[config.mk]
export PLATFORM = sky130hd
export DESIGN_NAME = pcic_core
export DESIGN_NICKNAME = d
export VERILOG_FILES = /design/src/rtl/pcic_pkg.sv /design/src/rtl/pcic_core.sv
export SDC_FILE = /design/constraint.sdc
export NUM_CORES = 1
export LEC_CHECK = 0
export ABC_AREA = 1
export BUFFER_PORTS_ARGS = -buffer_cell sky130_fd_sc_hd__buf_2
export CAP_MARGIN = 5
export CELL_PAD_IN_SITES_DETAIL_PLACEMENT = 1
export CELL_PAD_IN_SITES_GLOBAL_PLACEMENT = 1
export CORE_MARGIN = 4
export CORE_UTILIZATION = 45
export DETAILED_ROUTE_END_ITERATION = 12
export PLACE_DENSITY = 0.86
export SETUP_SLACK_MARGIN = 0.05
export SYNTH_ARGS = -nofsm -noshare
export SYNTH_HDL_FRONTEND = slang
export SYNTH_SLANG_ARGS = --single-unit
[constraint.sdc]
create_clock -name clk -period 2.64 [get_ports clk]
set_clock_uncertainty 0.05 [all_clocks]
set_input_delay 0.264 -clock clk [delete_from_list [all_inputs] [get_ports clk]]
set_output_delay 0.264 -clock clk [all_outputs]
set_load 0.03 [all_outputs]
[src/rtl/pcic_pkg.sv]
// shared constants and types for the pin-change interrupt configuration block
package pcic_pkg;

    // register addresses
    localparam logic [7:0] PCIC_ADDR_ENABLE = 8'h02;
    localparam logic [7:0] PCIC_ADDR_DEFAULT = 8'h03;
    localparam logic [7:0] PCIC_ADDR_SOURCE = 8'h04;
    localparam logic [7:0] PCIC_ADDR_CONFIG = 8'h05;
    localparam logic [7:0] PCIC_ADDR_FLAG = 8'h07;
    localparam logic [7:0] PCIC_ADDR_CAPTURE = 8'h08;
    localparam logic [7:0] PCIC_ADDR_PORT = 8'h09;
    localparam logic [7:0] PCIC_ADDR_LAST = 8'h0a;
    localparam logic [7:0] PCIC_ADDR_FIRST = 8'h00;
    localparam logic [7:0] PCIC_ADDR_STEP = 8'h01;

    // configuration register bit positions
    localparam int PCIC_BIT_AUTOINC_DIS = 5;
    localparam int PCIC_BIT_OPEN_DRAIN = 2;
    localparam int PCIC_BIT_POLARITY = 1;
    localparam int PCIC_BIT_CLEAR_SRC = 0;

    // reset values
    localparam logic [7:0] PCIC_RST_BYTE = 8'h00;
    localparam logic [7:0] PCIC_RST_POINTER = 8'h00;

    // pin synchroniser depth; reference load waits for it to fill
    localparam int PCIC_SYNC_STAGES = 2;
    localparam logic [1:0] PCIC_ARM_CYCLES = 2'h2;

    // implemented configuration fields
    typedef struct packed {
        logic pointer_autoinc_disable;
        logic irq_open_drain_select;
        logic irq_polarity_select;
        logic irq_clear_source_select;
    } pcic_cfg_t;

    localparam pcic_cfg_t PCIC_RST_CFG = '{1'b0, 1'b0, 1'b0, 1'b0};

    // arm: reference being loaded, idle: watching, pend: interrupt held
    typedef enum logic [2:0] {
        PCIC_ST_ARM = 3'b001,
        PCIC_ST_IDLE = 3'b010,
        PCIC_ST_PEND = 3'b100
    } pcic_state_t;

endpackage

[src/rtl/pcic_core.sv]
// interrupt-on-change configuration, decision, capture and register port
`timescale 1ns/1ps

//
// Overview of operation
// - enable bit turns pin monitoring on
// - default mode: opposite level raises interrupt
// - source bit picks default or previous
// - bit five stops pointer auto-increment
// - bit two selects open-drain, ignores polarity
// - bit one sets active-drive polarity
// - bit zero picks capture or port read
// - clear only when mismatch is gone
// - bits seven, six, four, three read zero
// - only enabled input pins cause interrupts
// - first event captures port, no re-capture
// - clear after read's last bit, not write
module pcic_core
#(
    parameter int PINS = 8
)
(
    // clock and reset
    input wire logic clk,
    input wire logic sys_rst,
    // port pins and direction (1 = input)
    input wire logic [PINS-1:0] pin_in,
    input wire logic [PINS-1:0] dir_is_input,
    // byte port from the serial engine
    input wire logic ptr_load,
    input wire logic [7:0] ptr_value,
    input wire logic wr_strobe,
    input wire logic [7:0] wr_data,
    input wire logic rd_strobe,
    input wire logic rd_done,
    output logic [7:0] reg_rdata,
    output logic [7:0] reg_pointer,
    // interrupt pin
    output logic irq_o,
    output logic irq_oe
);
    import pcic_pkg::*;

    ////////////////////////////////////////////////////////////////////////////
    // registers and state

    logic [PINS-1:0] sync_a;
    logic [PINS-1:0] pin_sync;
    logic [PINS-1:0] change_interrupt_enable;
    logic [PINS-1:0] default_compare_value;
    logic [PINS-1:0] compare_source_select;
    logic [PINS-1:0] prev_ref;
    logic [PINS-1:0] capture_register;
    logic [PINS-1:0] flag_bits;
    logic [1:0] arm_cnt;
    pcic_cfg_t cfg;
    pcic_state_t state;
    pcic_state_t next_state;
    logic [PINS-1:0] mismatch;
    logic [7:0] cfg_byte;
    logic [7:0] next_rdata;
    logic [7:0] next_pointer;
    logic [7:0] clear_addr;
    logic any_mismatch;
    logic clear_ok;
    logic next_irq_o;
    logic next_irq_oe;
    logic byte_end;

    ////////////////////////////////////////////////////////////////////////////
    // pin synchroniser

    always_ff @(posedge clk)
    begin
        if (sys_rst)
        begin
            sync_a <= '0;
            pin_sync <= '0;
        end
        else
        begin
            sync_a <= pin_in;
            pin_sync <= sync_a;
        end
    end

    ////////////////////////////////////////////////////////////////////////////
    // per-pin mismatch decision

    genvar gi;
    generate
        for (gi = 0; gi < PINS; gi++)
        begin : g_pin
            // enable and direction gate, compare source
            assign mismatch[gi] = change_interrupt_enable[gi] && dir_is_input[gi] && (state != PCIC_ST_ARM) &&
                (compare_source_select[gi] ? (pin_sync[gi] != default_compare_value[gi])
                                           : (pin_sync[gi] != prev_ref[gi]));
        end
    endgenerate

    assign any_mismatch = |mismatch;

    assign clear_addr = cfg.irq_clear_source_select ? PCIC_ADDR_CAPTURE : PCIC_ADDR_PORT;
    // clear after read completes, mismatch gone
    assign clear_ok = rd_done && (reg_pointer == clear_addr) && !any_mismatch;

    always_comb
    begin
        next_state = state;
        case (state)
            PCIC_ST_ARM:
                if (arm_cnt == PCIC_ARM_CYCLES)
                    next_state = PCIC_ST_IDLE;
            PCIC_ST_IDLE:
                if (any_mismatch)
                    next_state = PCIC_ST_PEND;
            PCIC_ST_PEND:
                if (clear_ok)
                    next_state = PCIC_ST_IDLE;
            default:
                next_state = PCIC_ST_ARM;
        endcase
    end

    ////////////////////////////////////////////////////////////////////////////
    // interrupt state, capture and reference

    always_ff @(posedge clk)
    begin
        if (sys_rst)
        begin
            state <= PCIC_ST_ARM;
            arm_cnt <= '0;
            prev_ref <= '0;
            capture_register <= '0;
            flag_bits <= '0;
        end
        else
        begin
            state <= next_state;
            if (state == PCIC_ST_ARM)
                arm_cnt <= arm_cnt + 2'h1;
            // reference loads at arm end and on clear
            if ((state == PCIC_ST_ARM && next_state == PCIC_ST_IDLE) || (state == PCIC_ST_PEND && clear_ok))
                prev_ref <= pin_sync;
            // capture only on the first event
            if (state == PCIC_ST_IDLE && any_mismatch)
            begin
                capture_register <= pin_sync;
                flag_bits <= mismatch;
            end
            else if (state == PCIC_ST_PEND && clear_ok)
                flag_bits <= '0;
        end
    end

    ////////////////////////////////////////////////////////////////////////////
    // register port

    assign cfg_byte = {2'h0, cfg.pointer_autoinc_disable, 2'h0, cfg.irq_open_drain_select,
                       cfg.irq_polarity_select, cfg.irq_clear_source_select};

    assign next_rdata = (reg_pointer == PCIC_ADDR_ENABLE) ? 8'(change_interrupt_enable) :
                        (reg_pointer == PCIC_ADDR_DEFAULT) ? 8'(default_compare_value) :
                        (reg_pointer == PCIC_ADDR_SOURCE) ? 8'(compare_source_select) :
                        (reg_pointer == PCIC_ADDR_CONFIG) ? cfg_byte :
                        (reg_pointer == PCIC_ADDR_FLAG) ? 8'(flag_bits) :
                        (reg_pointer == PCIC_ADDR_CAPTURE) ? 8'(capture_register) :
                        (reg_pointer == PCIC_ADDR_PORT) ? 8'(pin_sync) : PCIC_RST_BYTE;

    // a finished byte, read or written, moves the pointer
    assign byte_end = wr_strobe || rd_done;
    // pointer hold or increment, wrapping after the last register
    assign next_pointer = ptr_load ? ptr_value :
                          (!byte_end || cfg.pointer_autoinc_disable) ? reg_pointer :
                          (reg_pointer == PCIC_ADDR_LAST) ? PCIC_ADDR_FIRST : reg_pointer + PCIC_ADDR_STEP;

    always_ff @(posedge clk)
    begin
        if (sys_rst)
        begin
            change_interrupt_enable <= '0;
            default_compare_value <= '0;
            compare_source_select <= '0;
            cfg <= PCIC_RST_CFG;
            reg_rdata <= PCIC_RST_BYTE;
            reg_pointer <= PCIC_RST_POINTER;
        end
        else
        begin
            reg_pointer <= next_pointer;
            if (rd_strobe)
                reg_rdata <= next_rdata;
            if (wr_strobe)
            begin
                if (reg_pointer == PCIC_ADDR_ENABLE)
                    change_interrupt_enable <= wr_data[PINS-1:0];
                if (reg_pointer == PCIC_ADDR_DEFAULT)
                    default_compare_value <= wr_data[PINS-1:0];
                if (reg_pointer == PCIC_ADDR_SOURCE)
                    compare_source_select <= wr_data[PINS-1:0];
                if (reg_pointer == PCIC_ADDR_CONFIG)
                    cfg <= '{wr_data[PCIC_BIT_AUTOINC_DIS], wr_data[PCIC_BIT_OPEN_DRAIN],
                             wr_data[PCIC_BIT_POLARITY], wr_data[PCIC_BIT_CLEAR_SRC]};
            end
        end
    end

    ////////////////////////////////////////////////////////////////////////////
    // interrupt pin drive

    // open-drain pulls low only while pending, polarity
    assign next_irq_oe = cfg.irq_open_drain_select ? (state == PCIC_ST_PEND) : 1'b1;
    assign next_irq_o = cfg.irq_open_drain_select ? 1'b0 :
                        ((state == PCIC_ST_PEND) ? cfg.irq_polarity_select : !cfg.irq_polarity_select);

    // pin lags the state by one cycle so it comes straight from a flop
    always_ff @(posedge clk)
    begin
        if (sys_rst)
        begin
            irq_o <= 1'b1;
            irq_oe <= 1'b1;
        end
        else
        begin
            irq_o <= next_irq_o;
            irq_oe <= next_irq_oe;
        end
    end
endmodule

# Yosys cells after proc, flatten, opt, wreduce, memory -nomap -nowiden

Index checks and enable logic that the tools add are counted.

Register bits after elaboration: 91
Input port bits: 38
Output and inout port bits: 18
Logic and storage cells: 122

Add/subtract/negate cells: 2
Equal/unequal tests: 32
Multiplexer cells: 27
Bitwise gates (word level): 1
Reductions and logical operators: 42

Operators by type and width:

| cell                                                            | number |
|---|---|
| 8-bit 2-to-1 mux                                                | 12 |
| 1-bit logical AND                                               | 29 |
| 8-bit by 3-bit == test with 1-bit output, second input constant | 3 |
| 8-bit by 4-bit == test with 1-bit output, second input constant | 3 |
| 8-bit by 2-bit == test with 1-bit output, second input constant | 2 |
| 1-bit != test                                                   | 16 |
| 1-bit 2-to-1 mux                                                | 11 |
| 3-bit 2-to-1 mux                                                | 3 |
| 3-bit case mux with 3 select lines                              | 1 |
| 8-bit by 1-bit adder with 8-bit output, second input constant   | 1 |
| 8-bit by 4-bit == test with 1-bit output                        | 1 |
| 2-bit AND reduction                                             | 4 |
| 8-bit OR reduction                                              | 1 |
| 3-bit by 2-bit == test with 1-bit output, second input constant | 2 |
| 3-bit by 1-bit == test with 1-bit output, second input constant | 1 |
| 3-bit == test, second input constant                            | 1 |
| 1-bit logical NOT                                               | 3 |
| 1-bit logical OR                                                | 3 |
| 3-bit by 1-bit != test with 1-bit output, second input constant | 1 |
| 2-bit by 1-bit adder with 2-bit output, second input constant   | 1 |
| 2-bit == test, second input constant                            | 1 |
| 2-bit != test, second input constant                            | 1 |
| 2-bit nonzero test                                              | 1 |
| 2-bit OR reduction                                              | 1 |
| 1-bit inverter                                                  | 1 |

# Depth between registers and ports, before layout

Depth in word-level cells: 11
Mapped depth: 14
Depth with buffers taken out: 13

# Least setup slack after synthesis

Ideal clock, no wire load.

Path type: register to register
Start point: reg reg_pointer[0]
End point: reg reg_rdata[0]
Library setup time: 135 ps
Arrival: 1713 ps
Data required time: 2455 ps
Setup slack: 742 ps
Stages on the path, launching flop included: 13
Buffers on the path: 0
Clock period less this slack: 1898 ps
Cell sequence: dfxtp_1 -> ha_1 -> nand2_1 -> nor2_2 -> inv_2 -> nor2_1 -> nor2_1 -> nand2_1 -> nand2_1 -> nand2_1 -> nand2_1 -> nand2_1 -> a21oi_1

Cells in the longest elaborated chain, start to end: 8
Elaborated cells between the ends (all ways): 14
Classes of those cells: 7 x eq/ne; 7 x mux

RTL lines:

| element                                  | line             | RTL |
|---|---|---|
| start, declared                          | pcic_core.sv:37  | `output logic [7:0] reg_pointer,` |
| start signal, assigned                   | pcic_core.sv:191 | `reg_pointer <= next_pointer;` |
| 8-bit by 4-bit == test with 1-bit output | pcic_core.sv:169 | `(reg_pointer == PCIC_ADDR_PORT) ? 8'(pin_sync) : PCIC_RST_BYTE;` |
| 8-bit 2-to-1 mux                         | pcic_core.sv:169 |  |
| 8-bit 2-to-1 mux                         | pcic_core.sv:168 | `(reg_pointer == PCIC_ADDR_CAPTURE) ? 8'(capture_register) :` |
| 8-bit 2-to-1 mux                         | pcic_core.sv:167 | `(reg_pointer == PCIC_ADDR_FLAG) ? 8'(flag_bits) :` |
| 8-bit 2-to-1 mux                         | pcic_core.sv:166 | `(reg_pointer == PCIC_ADDR_CONFIG) ? cfg_byte :` |
| 8-bit 2-to-1 mux                         | pcic_core.sv:165 | `(reg_pointer == PCIC_ADDR_SOURCE) ? 8'(compare_source_select) :` |
| 8-bit 2-to-1 mux                         | pcic_core.sv:164 | `(reg_pointer == PCIC_ADDR_DEFAULT) ? 8'(default_compare_value) :` |
| 8-bit 2-to-1 mux *                       | pcic_core.sv:163 | `assign next_rdata = (reg_pointer == PCIC_ADDR_ENABLE) ? 8'(change_interrupt_enable) :` |
| end signal, assigned                     | pcic_core.sv:193 | `reg_rdata <= next_rdata;` |
| end, declared                            | pcic_core.sv:36  | `output logic [7:0] reg_rdata,` |

Every way passes the cells marked *; elsewhere a longest branch is shown, timed or not.
A chain may end at the register's enable or synchronous reset.

# Final worst setup path

Start point: reg state[1]
End point: reg prev_ref[1]

Cells in the longest elaborated chain, start to end: 11
Elaborated cells between the ends (all ways): 31
Classes of those cells: 5 x eq/ne; 4 x mux; 22 x reduce/logical

RTL lines:

| element                                  | line             | RTL |
|---|---|---|
| start, declared                          | pcic_core.sv:57  | `pcic_state_t state;` |
| start signal, assigned                   | pcic_core.sv:140 | `state <= next_state;` |
| 3-bit by 1-bit != test with 1-bit output | pcic_core.sv:95  | `assign mismatch[gi] = change_interrupt_enable[gi] && dir_is_input[gi] && (state != PCIC_ST_ARM) &&` |
| 1-bit logical AND (2 in a row)           | pcic_core.sv:95  |  |
| 8-bit OR reduction                       | pcic_core.sv:101 | `assign any_mismatch = \|mismatch;` |
| 1-bit logical NOT                        | pcic_core.sv:105 | `assign clear_ok = rd_done && (reg_pointer == clear_addr) && !any_mismatch;` |
| 1-bit logical AND                        | pcic_core.sv:105 |  |
| 3-bit 2-to-1 mux                         | pcic_core.sv:118 | `if (clear_ok)` |
| 3-bit case mux with 3 select lines       | pcic_core.sv:110 | `case (state)` |
| 3-bit by 2-bit == test with 1-bit output | pcic_core.sv:144 | `if ((state == PCIC_ST_ARM && next_state == PCIC_ST_IDLE) \|\| (state == PCIC_ST_PEND && clear_ok))` |
| 1-bit logical AND                        | pcic_core.sv:144 |  |
| 1-bit logical OR *                       | pcic_core.sv:144 |  |
| end signal, assigned                     | pcic_core.sv:145 | `prev_ref <= pin_sync;` |
| end, declared                            | pcic_core.sv:52  | `logic [PINS-1:0] prev_ref;` |

Marked as above.

==> summary.md <==
| Metric | Value |
|---|---|
| Final WL | 13.87 mm |
| #FFs+latches synth | 91 |
| Placer Congestion | 0.9187 |
| Crit Path Class | reg2reg |
| Drt drc | 0 |
| Post-synth cell types | 35 |
| CTS Hold Bufs | 0 |
| Final Util | 51.75% |
| Gr usage total | 24.77% |
| Peak VDD IR | 293.0 uV |
| H-tree depth | 3 |
| Ranking of synthesized cells by area | dfxtp_1 (40%), nand2_1 (10%), nor2_1 (8.4%) |
| Worst EP required | 2850 ps |
| Metal3 WL | 835 um |
| Clock buffer depth | 2 |
| Initial antenna violation count | 0 |
| Fmax | 0.4545 GHz |
| Slew Viols, Final | 0 |
| DR top layer | met4 |
| Core area | 9819 sq um |
| Post-synthesis sequential area ratio | 40.04% |
| Io pins | 56 |
| Clk_lat worst skew | 370 ps |
| Fillers | 1,360 |
| Die area | 11,780 sq um |
| Global route overflow | 0 |
| Leakage | 0.002446 uW |
| WHS Path Cells | 3 |
| Sink Count | 91 |
| Final setup violation count | 0 |
| CP Max Fanout | 25 |
| Critical Path AT | 2410 ps |
| Die span in y | 108.5 um |
| Starting DRT DRC Count | 306 |
| Die width | 108.5 um |
| Yosys top cell by area | dfxtp_1 |
| Num CTS Buffers | 9 |
| Drt via density | 5.321 |
| Drt first pass iters | 5 |
| Layout Area Growth over Synthesis | 11.69% |
| Share of cells above drive strength 1 | 18.27% |
| Hold Vio Cnt, Final | 0 |
| M1 WL | 6.542 mm |
| Outcome | complete, no violations |
| CP Launch Type | flip-flop |
| Port bufs | 55 |
| Antenna viol nets, final | 0 |
| Share of the synthesized area in the top cell type | 40.04% |
| Min-delay src | pin_in[4] |
| Net Count, Synth | 705 |
| PwrDens | 595.6 nW/um^2 |
| Clk root buf | clkbuf_8 |
| Yosys warns | 0 |
| Tmin final | 2200 ps |
| Antenna diodes | 0 |
| Tightest Hold Check Type | in2reg |
| Starting Density | 46.33% |
| Reg-to-Reg End | prev_ref[1]$_SDFFE_PP0P_ |
| R2R setup slack | 440 ps |
| Syn avg cell area | 6.872 sq um |
| Setup bufs post-CTS | 0 |
| Critical R2R Launch | state[1]$_SDFF_PP0_ |
| Tightest Pin Transition | 712.6 ps |
| Vias in the first global route | 4,461 |
| R2R cell count | 10 |
| CTS tree | built |
| Largest net degree at the start of global routing | 54 |
| Placed wire-length estimate | 10.60 mm |
| First-pass GRT wire length | 22.64 mm |
| Maxcap violations | 0 |
| Period utilisation layout | 83.34% |
| Clock-pin slew on the worst setup and hold paths | 90 ps |
| DR WL met2 | 6.193 mm |
| Hold Path End | sync_a[4]$_SDFF_PP0_ |
| RSZ-0062 raised after global routing | false |
| Cell area after synthesis | 4549 sq um |
| Setup TNS | 0 ps |
| Hold Worst Slack | 46.81 ps |
| Mapped Cells | 662 |
| Post-cts resize count | 0 |
| WL per Instance | 16.32 um |
| Nets | 756 |
| Slew HR | 52.13% |
| DR vias | 4,523 |
| Critical Path Sink Type | flip-flop |
| Rows | 36 |
-- cell families after synthesis --
kind of cell               after synthesis  share of synthesized area, %
DFF                                     91                         40.04
and+or+nand+nor                        321                         32.70
buffers and inverters                  114                         10.45
xor gates and xnor gates                 1                        0.1926
AOI/OAI and AO/OA                      130                         15.24
adders and majority gates                5                         1.375
-- critical path: stages (launching register included) --
cell     delay (ps)
dfxtp_1         330
inv_1           120
nand3_2         290
nand2_1         150
inv_1            50
nand3_1         120
nand2_1         110
nor2_4          160
nand4_4         340
a21oi_1         300
nor2_1           80
-- cell type report --
class / count / area, sq um / share of cell area [%]
inverter: 95 / 359.1 / 7.067
clock buffer: 10 / 137.6 / 2.709
tap: 133 / 166.4 / 3.275
clock inverter: 5 / 38.79 / 0.7634
multi-input combinational: 457 / 2252 / 44.32
sequential: 91 / 1822 / 35.85
timing repair buffer: 59 / 305.3 / 6.008
-- through the flow --
| stage | total power (uW) | std cells | instance area, sq um | setup WS (ps) |
|---|---|---|---|---|
| after CTS | 3044 | 850 | 5081 | 463.7 |
| final | 3027 | 850 | 5081 | 439.8 |
| after global routing | 3192 | 850 | 5081 | 263.2 |
| after detailed placement | 2160 | 835 | 4905 | 477.3 |
| after global placement | 2120 | 835 | 4905 | 581.0 |
| after floorplan | 1993 | 662 | 4549 | 742.0 |
-- sequential cells by signal (all words and copies together), names as in the netlist --
| name | count |
|---|---|
| flag_bits | 8 |
| reg_pointer | 8 |
| change_interrupt_enable | 8 |
| default_compare_value | 8 |
| irq_o | 1 |
| sync_a | 8 |
| capture_register | 8 |
| compare_source_select | 8 |
| reg_rdata | 8 |
| arm_cnt | 2 |
| pin_sync | 8 |
| state | 3 |
| prev_ref | 8 |
| irq_oe | 1 |
| cfg | 4 |
-- power breakdown --
group | switching, uW | total, uW | internal [uW]
registers | 66.9 | 1530 | 1470
clock network | 529 | 895 | 366
logic | 398 | 597 | 199
-- cells in the mapped netlist, drive strengths merged --
library cell	n
a211oi	1
o31ai	1
nand2	133
clkbuf	9
nor2	120
o211ai	9
nand4	8
o21ai	58
a21oi	55
inv	95
xor2	1
nand3	49
or2	3
dfxtp	91
nand3b	3
ha	5
nor3	5
a31oi	6
buf	10
-- metal layers --
metal | vias to the layer above | GRT usage, %
met5 | - | 0
met2 | 132 | 38.13
li1 | 2217 | -
met1 | 2153 | 34.96
met3 | 21 | 3.522
met4 | 0 | 9.648
-- cell usage in the layout, fill, tap and decap left out, types with 2 or more instances in the layout --
cell type	count
nor2_4	3
buf_2	55
clkinvlp_4	4
or2_2	3
clkbuf_8	10
ha_1	5
buf_4	4
nand2_1	124
a21oi_1	53
nand4_1	6
nand3_1	39
o21ai_0	49
nand2_2	8
nand3b_1	2
nor3_1	4
o211ai_1	9
a31oi_1	6
nand3_2	10
inv_2	10
a21oi_2	2
inv_1	84
o21ai_1	9
dfxtp_1	91
nor2_1	102
nor2_2	15
-- how the worst max path moves through the flow --
stage	start	to	slack, ps
after floorplan	reg_pointer[0]$_SDFFE_PP0P_	reg_rdata[0]$_SDFFE_PP0P_	740
after global placement	state[0]$_SDFF_PP1_	prev_ref[1]$_SDFFE_PP0P_	580
after detailed placement	state[1]$_SDFF_PP0_	prev_ref[1]$_SDFFE_PP0P_	480
after CTS	state[1]$_SDFF_PP0_	prev_ref[1]$_SDFFE_PP0P_	460
after global routing	state[0]$_SDFF_PP1_	prev_ref[1]$_SDFFE_PP0P_	260
final	state[1]$_SDFF_PP0_	prev_ref[1]$_SDFFE_PP0P_	440
Note: power is estimated with default switching activity, not from simulation.
